File: config.mk
export PLATFORM = sky130hd
export DESIGN_NAME = stabb_bank
export DESIGN_NICKNAME = d
export VERILOG_FILES = /design/src/rtl/stabb_pkg.sv /design/src/rtl/stabb_bank.sv /design/src/rtl/stabb_src_mux.sv /design/src/rtl/stabb_word_array.sv
export SDC_FILE = /design/constraint.sdc
export NUM_CORES = 2
export LEC_CHECK = 0
export BUFFER_PORTS_ARGS = -buffer_cell sky130_fd_sc_hd__clkbuf_2
export CORE_MARGIN = 2
export CORE_UTILIZATION = 35
export DETAILED_ROUTE_END_ITERATION = 8
export PLACE_DENSITY_LB_ADDON = 0.05
export SYNTH_ARGS = -nofsm -noshare
export SYNTH_HDL_FRONTEND = slang
export SYNTH_SLANG_ARGS = --single-unit
File: constraint.sdc
create_clock -name sys_clk_in -period 2.12 [get_ports sys_clk_in]
set_input_delay 0.106 -clock sys_clk_in [delete_from_list [all_inputs] [get_ports sys_clk_in]]
set_output_delay 0.106 -clock sys_clk_in [all_outputs]
set_load 0.01 [all_outputs]
File: src/rtl/stabb_pkg.sv
// Constants, offsets and helpers for the transmitter auxiliary bit bank
package stabb_pkg;
  localparam int unsigned STABB_ADDR_W = 16;
  localparam int unsigned STABB_DATA_W = 16;
  localparam int unsigned STABB_WORDS = 12;
  localparam int unsigned STABB_BITS = 192;
  localparam int unsigned STABB_ARRAYS = 6;
  localparam int unsigned STABB_IDX_W = 8;
  localparam int unsigned STABB_WIDX_W = 4;

  localparam logic [STABB_DATA_W-1:0] STABB_RESET_WORD = 16'h0000;
  localparam logic [STABB_WIDX_W-1:0] STABB_WORDS_W = 4'hc;
  localparam logic [STABB_WIDX_W-1:0] STABB_TOP_BIT = 4'hf;
  localparam logic [STABB_IDX_W-1:0] STABB_BITS_W = 8'hc0;

  // Word array bases
  localparam logic [STABB_ADDR_W-1:0] STABB_USER_LEFT_BASE = 16'hf6c0;
  localparam logic [STABB_ADDR_W-1:0] STABB_USER_RIGHT_BASE = 16'hf6d0;
  localparam logic [STABB_ADDR_W-1:0] STABB_VALID_LEFT_BASE = 16'hf6e0;
  localparam logic [STABB_ADDR_W-1:0] STABB_VALID_RIGHT_BASE = 16'hf6f0;
  localparam logic [STABB_ADDR_W-1:0] STABB_PARITY_LEFT_BASE = 16'hf700;
  localparam logic [STABB_ADDR_W-1:0] STABB_PARITY_RIGHT_BASE = 16'hf710;

  // Source select register and its field
  localparam logic [STABB_ADDR_W-1:0] STABB_AUX_SRC_ADDR = 16'hf69f;
  localparam int unsigned STABB_SRC_BIT = 0;
  localparam logic STABB_SRC_REG_MAP = 1'b0;
  localparam logic STABB_SRC_RECEIVER = 1'b1;

  // Array order, also bit order of the auxiliary bit vectors
  localparam int unsigned STABB_UL = 0;
  localparam int unsigned STABB_UR = 1;
  localparam int unsigned STABB_VL = 2;
  localparam int unsigned STABB_VR = 3;
  localparam int unsigned STABB_PL = 4;
  localparam int unsigned STABB_PR = 5;

  function automatic logic [STABB_ADDR_W-1:0] array_base(input int unsigned a);
    unique case (a)
      STABB_UL: array_base = STABB_USER_LEFT_BASE;
      STABB_UR: array_base = STABB_USER_RIGHT_BASE;
      STABB_VL: array_base = STABB_VALID_LEFT_BASE;
      STABB_VR: array_base = STABB_VALID_RIGHT_BASE;
      STABB_PL: array_base = STABB_PARITY_LEFT_BASE;
      default: array_base = STABB_PARITY_RIGHT_BASE;
    endcase
  endfunction

  function automatic logic word_hit(input logic [STABB_ADDR_W-1:0] addr,
                                    input logic [STABB_ADDR_W-1:0] base);
    logic [STABB_ADDR_W-1:0] diff;
    diff = addr - base;
    word_hit = (addr >= base) && (diff < {12'h000, STABB_WORDS_W});
  endfunction

  // Earliest bit lives in the lowest word, msb first
  function automatic logic [STABB_WIDX_W-1:0] word_of(input logic [STABB_IDX_W-1:0] idx);
    word_of = idx[STABB_IDX_W-1:STABB_WIDX_W];
  endfunction

  function automatic logic [STABB_WIDX_W-1:0] pos_of(input logic [STABB_IDX_W-1:0] idx);
    pos_of = STABB_TOP_BIT - idx[STABB_WIDX_W-1:0];
  endfunction
endpackage

File: src/rtl/stabb_bank.sv
// Auxiliary bit bank of the serial audio transmitter
`timescale 1ns/1ps
module stabb_bank (
  input wire logic sys_clk_in,
  input wire logic arst_n_in,
  input wire logic [stabb_pkg::STABB_ADDR_W-1:0] reg_addr_in,
  input wire logic [stabb_pkg::STABB_DATA_W-1:0] reg_wdata_in,
  input wire logic reg_wr_in,
  input wire logic reg_rd_in,
  output logic [stabb_pkg::STABB_DATA_W-1:0] reg_rdata_out,
  input wire logic enc_req_in,
  input wire logic [stabb_pkg::STABB_IDX_W-1:0] enc_bit_idx_in,
  input wire logic [stabb_pkg::STABB_ARRAYS-1:0] rx_aux_bits_in,
  output logic [stabb_pkg::STABB_ARRAYS-1:0] aux_bits_out,
  output logic aux_valid_out,
  output logic aux_from_regs_out
);
  localparam int unsigned NA = stabb_pkg::STABB_ARRAYS;
  localparam int unsigned DW = stabb_pkg::STABB_DATA_W;

  logic [DW-1:0] aux_source_register_reg;
  logic aux_source_select;
  logic [DW-1:0] reg_rdata_reg;
  logic [DW-1:0] reg_rdata_next;
  logic [NA-1:0] aux_bits_reg;
  logic aux_valid_reg;
  logic aux_from_regs_reg;

  logic [NA-1:0] hit_vec;
  logic [NA-1:0] reg_bits;
  logic [NA-1:0] sel_bits;
  logic [DW-1:0] arr_word [NA];
  logic src_hit;

  assign aux_source_select = aux_source_register_reg[stabb_pkg::STABB_SRC_BIT];
  assign src_hit = (reg_addr_in == stabb_pkg::STABB_AUX_SRC_ADDR);

  // One instance per channel array; decode by address window
  for (genvar g = 0; g < NA; g++) begin : g_arr
    logic [stabb_pkg::STABB_ADDR_W-1:0] offs;
    assign hit_vec[g] = stabb_pkg::word_hit(reg_addr_in, stabb_pkg::array_base(g));
    assign offs = reg_addr_in - stabb_pkg::array_base(g);

    stabb_word_array u_arr (
      .sys_clk_in(sys_clk_in),
      .arst_n_in(arst_n_in),
      .wr_en_in(reg_wr_in && hit_vec[g]),
      .wr_idx_in(offs[stabb_pkg::STABB_WIDX_W-1:0]),
      .wr_data_in(reg_wdata_in),
      .rd_idx_in(offs[stabb_pkg::STABB_WIDX_W-1:0]),
      .bit_idx_in(enc_bit_idx_in),
      .rd_word_out(arr_word[g]),
      .bit_out(reg_bits[g])
    );
  end

  stabb_src_mux u_mux (
    .sel_in(aux_source_select),
    .reg_bits_in(reg_bits),
    .rx_bits_in(rx_aux_bits_in),
    .bits_out(sel_bits)
  );

  // Source select register; reserved bits kept as plain storage
  always_ff @(posedge sys_clk_in or negedge arst_n_in) begin
    if (!arst_n_in) begin
      aux_source_register_reg <= stabb_pkg::STABB_RESET_WORD;
    end else if (reg_wr_in && src_hit) begin
      aux_source_register_reg <= reg_wdata_in;
    end
  end

  // Read mux; unmapped addresses read as zero
  always_comb begin
    reg_rdata_next = stabb_pkg::STABB_RESET_WORD;
    if (reg_rd_in) begin
      if (src_hit) begin
        reg_rdata_next = aux_source_register_reg;
      end
      for (int i = 0; i < NA; i++) begin
        if (hit_vec[i]) begin
          reg_rdata_next = arr_word[i];
        end
      end
    end
  end

  // Data stand only in the cycle after the strobe
  always_ff @(posedge sys_clk_in or negedge arst_n_in) begin
    if (!arst_n_in) begin
      reg_rdata_reg <= stabb_pkg::STABB_RESET_WORD;
    end else begin
      reg_rdata_reg <= reg_rdata_next;
    end
  end

  // Encoder answer one cycle after its request; bits hold until the next one
  always_ff @(posedge sys_clk_in or negedge arst_n_in) begin
    if (!arst_n_in) begin
      aux_bits_reg <= '0;
    end else if (enc_req_in) begin
      aux_bits_reg <= sel_bits;
    end
  end

  always_ff @(posedge sys_clk_in or negedge arst_n_in) begin
    if (!arst_n_in) begin
      aux_valid_reg <= 1'b0;
    end else begin
      aux_valid_reg <= enc_req_in;
    end
  end

  always_ff @(posedge sys_clk_in or negedge arst_n_in) begin
    if (!arst_n_in) begin
      aux_from_regs_reg <= 1'b1;
    end else begin
      aux_from_regs_reg <= (aux_source_select == stabb_pkg::STABB_SRC_REG_MAP);
    end
  end

  assign reg_rdata_out = reg_rdata_reg;
  assign aux_bits_out = aux_bits_reg;
  assign aux_valid_out = aux_valid_reg;
  assign aux_from_regs_out = aux_from_regs_reg;

  // Helper state read only by the checks below
  logic any_write_reg;
  logic wmsb_reg;

  always_ff @(posedge sys_clk_in or negedge arst_n_in) begin
    if (!arst_n_in) begin
      any_write_reg <= 1'b0;
    end else if (reg_wr_in && (|hit_vec || src_hit)) begin
      any_write_reg <= 1'b1;
    end
  end

  always_ff @(posedge sys_clk_in or negedge arst_n_in) begin
    if (!arst_n_in) begin
      wmsb_reg <= 1'b0;
    end else begin
      wmsb_reg <= reg_wdata_in[DW-1];
    end
  end
endmodule

File: src/rtl/stabb_src_mux.sv
// Chooses auxiliary bits from the register map or the receiver
`timescale 1ns/1ps
module stabb_src_mux (
  input wire logic sel_in,
  input wire logic [stabb_pkg::STABB_ARRAYS-1:0] reg_bits_in,
  input wire logic [stabb_pkg::STABB_ARRAYS-1:0] rx_bits_in,
  output logic [stabb_pkg::STABB_ARRAYS-1:0] bits_out
);
  always_comb begin
    if (sel_in == stabb_pkg::STABB_SRC_REG_MAP) begin
      bits_out = reg_bits_in;
    end else begin
      bits_out = rx_bits_in;
    end
  end
endmodule

File: src/rtl/stabb_word_array.sv
// Twelve read/write words of one auxiliary bit channel
`timescale 1ns/1ps
module stabb_word_array (
  input wire logic sys_clk_in,
  input wire logic arst_n_in,
  input wire logic wr_en_in,
  input wire logic [stabb_pkg::STABB_WIDX_W-1:0] wr_idx_in,
  input wire logic [stabb_pkg::STABB_DATA_W-1:0] wr_data_in,
  input wire logic [stabb_pkg::STABB_WIDX_W-1:0] rd_idx_in,
  input wire logic [stabb_pkg::STABB_IDX_W-1:0] bit_idx_in,
  output logic [stabb_pkg::STABB_DATA_W-1:0] rd_word_out,
  output logic bit_out
);
  logic [stabb_pkg::STABB_DATA_W-1:0] mem_reg [stabb_pkg::STABB_WORDS];
  logic [stabb_pkg::STABB_WIDX_W-1:0] bw;

  always_ff @(posedge sys_clk_in or negedge arst_n_in) begin
    if (!arst_n_in) begin
      for (int i = 0; i < stabb_pkg::STABB_WORDS; i++) begin
        mem_reg[i] <= stabb_pkg::STABB_RESET_WORD;
      end
    end else if (wr_en_in && wr_idx_in < stabb_pkg::STABB_WORDS_W) begin
      mem_reg[wr_idx_in] <= wr_data_in;
    end
  end

  always_comb begin
    bw = stabb_pkg::word_of(bit_idx_in);
    rd_word_out = stabb_pkg::STABB_RESET_WORD;
    bit_out = 1'b0;
    if (rd_idx_in < stabb_pkg::STABB_WORDS_W) begin
      rd_word_out = mem_reg[rd_idx_in];
    end
    // Indices past the block end give zero
    if (bw < stabb_pkg::STABB_WORDS_W) begin
      bit_out = mem_reg[bw][stabb_pkg::pos_of(bit_idx_in)];
    end
  end
endmodule
==> results.sh <==
export IMPL_fin_area_um2=82600
export IMPL_max_freq_mhz=461
export IMPL_slew_violations=0
export IMPL_die_area_um2=188000
export IMPL_clkSinkCount=1192
export IMPL_crit_required_ns=2.80
export IMPL_synthFlopType="dfrtp_1"
export IMPL_synth_seq_area_share=0.463
export IMPL_ant_nets=0
export IMPL_initial_core_util=0.352
export IMPL_holdPathStages=2
export IMPL_synth_distinct_cells=83
export IMPL_relSlewSlack=0.235
export IMPL_post_route_period_util=1.02
export IMPL_violations="setup timing"
export IMPL_synth_avg_cell_area_um2=13.1
export IMPL_grt_usage=0.313
export IMPL_skew_ns=0.0277
export IMPL_setup_slack_ns=-0.0489
export IMPL_powerDensity_nw_per_um2=673
export IMPL_cts_root_buf="clkbuf_16"
export IMPL_clock_latency_ns=0.81
export IMPL_min_period_ns=2.17
export IMPL_min_path_type="in2reg"
export IMPL_cp_max_fo=3
export IMPL_ys_seq_elements=1192
export IMPL_ys_warn_count=0
export IMPL_gp_congestion=0.930
export IMPL_largest_register_ffs=1152
export IMPL_antenna_found_initial=24
export IMPL_grt_pass1_wl_mm=411
export IMPL_startpoint_type="flip-flop"
export IMPL_wl_per_cell_um=35.4
export IMPL_setup_viol=2
export IMPL_rows=157
export IMPL_htreeDepth=4
export IMPL_rsz0062_at_grt="yes"
export IMPL_fillers=16900
export IMPL_core_area_um2=183000
export IMPL_critPathMaxStageDelay_ns=0.48
export IMPL_ios=75
export IMPL_nNetsFinal=5767
export IMPL_syn_inst=4927
export IMPL_power_uw=55600
export IMPL_clk_path_buf_depth=3
export IMPL_viasPerCell=5.93
export IMPL_grt_pass1_vias=50200
export IMPL_ys_async_sr_fraction=1.00
export IMPL_leakage_uw=0.0397
export IMPL_port_buffers=74
export IMPL_syn_area_um2=64400
export IMPL_clk_pin_slew_worst_paths_ns=0.06
export IMPL_cts_tree="yes"
export IMPL_vias=49200
export IMPL_first_pass_iters=5
export IMPL_die_w_um=433
export IMPL_final_cell_mix="dfrtp_1 (1190), mux2_2 (1107), buf_4 (825), mux2i_1 (298), mux4_2 (297)"
export IMPL_arrival_ns=2.85
export IMPL_maxCapViolations=0
export IMPL_numCtsBuffers=149
export IMPL_worstMarginPinSlew_ns=1.15
export IMPL_dpl_hpwl_mm=203
export IMPL_cp_end_kind="flip-flop"
export IMPL_synth_fp_nets=4982
export IMPL_routed_wl_mm=294
export IMPL_vdd_drop_max_mv=0.459
export IMPL_final_util=0.451
export IMPL_drive_above_1_share=0.514
export IMPL_area_growth_pct=28.2
export IMPL_crit_chain="mux4_2 -> mux2i_1 -> o21ai_0 -> buf_4 -> o21ai_0 -> buf_4 -> o22ai_1"
export IMPL_placed_area_um2=76600
export IMPL_layout_commonest_cell="dfrtp_1"
export IMPL_die_h_um=433
export IMPL_post_place_ws_ns=-0.787
export IMPL_slowest_stage="mux4_2"
export IMPL_reg2regPathDepth=7
export IMPL_grt_max_degree=84
export IMPL_path_class="reg2reg"
export IMPL_grt_overflow_total=0
export IMPL_synth_edf_count=0
export IMPL_drt_iter0_drc=4523
export IMPL_status="complete, but fails checks"
export IMPL_finalHoldViolCount=0
export IMPL_drc=0
-- where the power goes --
part / switching, uW / internal (uW)
registers: 45.1 / 22800
clock network: 10800 / 16300
logic: 3760 / 1990
total: 14600 / 41000
-- timing repair --
| action | 4_1_cts | 5_1_grt |
|---|---|---|
| gates resized for setup | 84 | 60 |
| endpoints found under the hold margin | 1422 | 0 |
| endpoints found under the setup margin | 20 | 22 |
| pin swaps | 15 | 34 |
| hold buffers | 21 | 0 |
| cloned | 0 | 0 |
| buffers inserted | 6 | 4 |
-- Yosys cell counts (6+ instances only) --
library cell  number  share of area
a2111oi_0          8         0.0011
a221o_1           14         0.0022
buf_4             18         0.0021
or3_1             12         0.0012
a221oi_1          49         0.0067
nand2_1          160         0.0093
o21a_1             6        0.00070
o2111ai_1         20         0.0027
nand2b_1          19         0.0018
o22a_1            18         0.0024
nor2b_1           23         0.0022
mux4_2           297           0.10
o2bb2ai_1          8         0.0011
mux2_2          1107           0.19
nand2_4           17         0.0030
dfrtp_1         1191           0.46
a31oi_1           17         0.0017
o221ai_1          50         0.0068
o22ai_1          147          0.014
a21oi_1          131          0.010
mux2_1            65          0.011
a311o_1            6        0.00093
nor4_1             6        0.00058
a311oi_1           9         0.0012
a211oi_1          44         0.0051
nor3_1            32         0.0025
buf_6             13         0.0023
a22oi_1           54         0.0063
mux2_4            55          0.013
o21ai_0          201          0.016
nand2_2            9        0.00087
buf_1             39         0.0023
buf_2            142          0.011
nor2_1           129         0.0075
o211ai_1          33         0.0038
nand4_1            7        0.00068
inv_1             10        0.00058
and3_1            13         0.0013
clkbuf_1         290          0.017
mux2i_1          310          0.048
and2_1            10        0.00097
nand3_1           28         0.0022
o311ai_0          20         0.0027
-- layout make-up --
type / count / area, um2 / share of cell area
Multi-Input combinational cell: 3217 / 33100 / 0.401
Sequential cell: 1192 / 29800 / 0.361
Timing Repair Buffer: 1137 / 11300 / 0.137
Clock buffer: 222 / 4510 / 0.0546
Tap cell: 2464 / 3080 / 0.0373
Clock inverter: 45 / 619 / 0.00750
Inverter: 15 / 67.6 / 0.000818
Antenna cell: 12 / 30.0 / 0.000364
-- worst max-delay path, delay by kind of cell (launching register included) --
family,cells,cell delay [ns]
compound gates,3,0.54
buf+inv,2,0.42
flops,1,0.40
mux,2,0.68
-- path summary, 6_finish.rpt --
| path | start | end | slack (ns) |
|---|---|---|---|
| max | g_arr[4].u_arr.mem_reg[135] | reg_rdata_out[7] | -0.05 |
| min | reg_wdata_in[9] | g_arr[2].u_arr.mem_reg[25] | 0.01 |
| max reg2reg | g_arr[4].u_arr.mem_reg[135] | reg_rdata_out[7] | -0.05 |
| min reg2reg | aux_source_register_reg[10] | aux_source_register_reg[10] | 0.51 |
| max in group asynchronous | arst_n_in | g_arr[5].u_arr.mem_reg[76] | 1.32 |
| min in group asynchronous | arst_n_in | g_arr[3].u_arr.mem_reg[58] | 0.09 |
-- cells by family (layout without fill, tap and decap cells) --
kind of cell             after synthesis  after routing  synth area share
adder cells (fa/ha/maj)                4              4          0.000777
flip-flops                          1192           1192             0.463
XOR/XNOR                               1              1          0.000136
other                                  0             12                 0
AO/OA/AOI/OAI                        885            885            0.0928
buffers and inverters                518           1419            0.0357
multiplexers                        1834           1834             0.370
AND/OR/NAND/NOR                      493            493            0.0381
-- per-stage QoR --
step | cells | setup TNS [ns] | hold slack (ns)
floorplan | 4927 | -9.73 | -0.190
detailed placement | 8004 | -415.76 | 0.0682
global placement | 8004 | -418.44 | 0.0668
global route | 8294 | -0.518 | 0.0120
CTS | 8294 | -0.121 | 0.00548
finish | 8304 | -0.0555 | 0.0139
-- routing by layer --
| metal | share of wire | track usage | wire [um] |
|---|---|---|---|
| met5 | 0.000037 | 0 | 11 |
| met4 | 0.038 | 0.107 | 11200 |
| met3 | 0.060 | 0.0530 | 17700 |
| met2 | 0.46 | 0.497 | 136000 |
| met1 | 0.44 | 0.431 | 129000 |
Power figures use the tool's default switching activity.
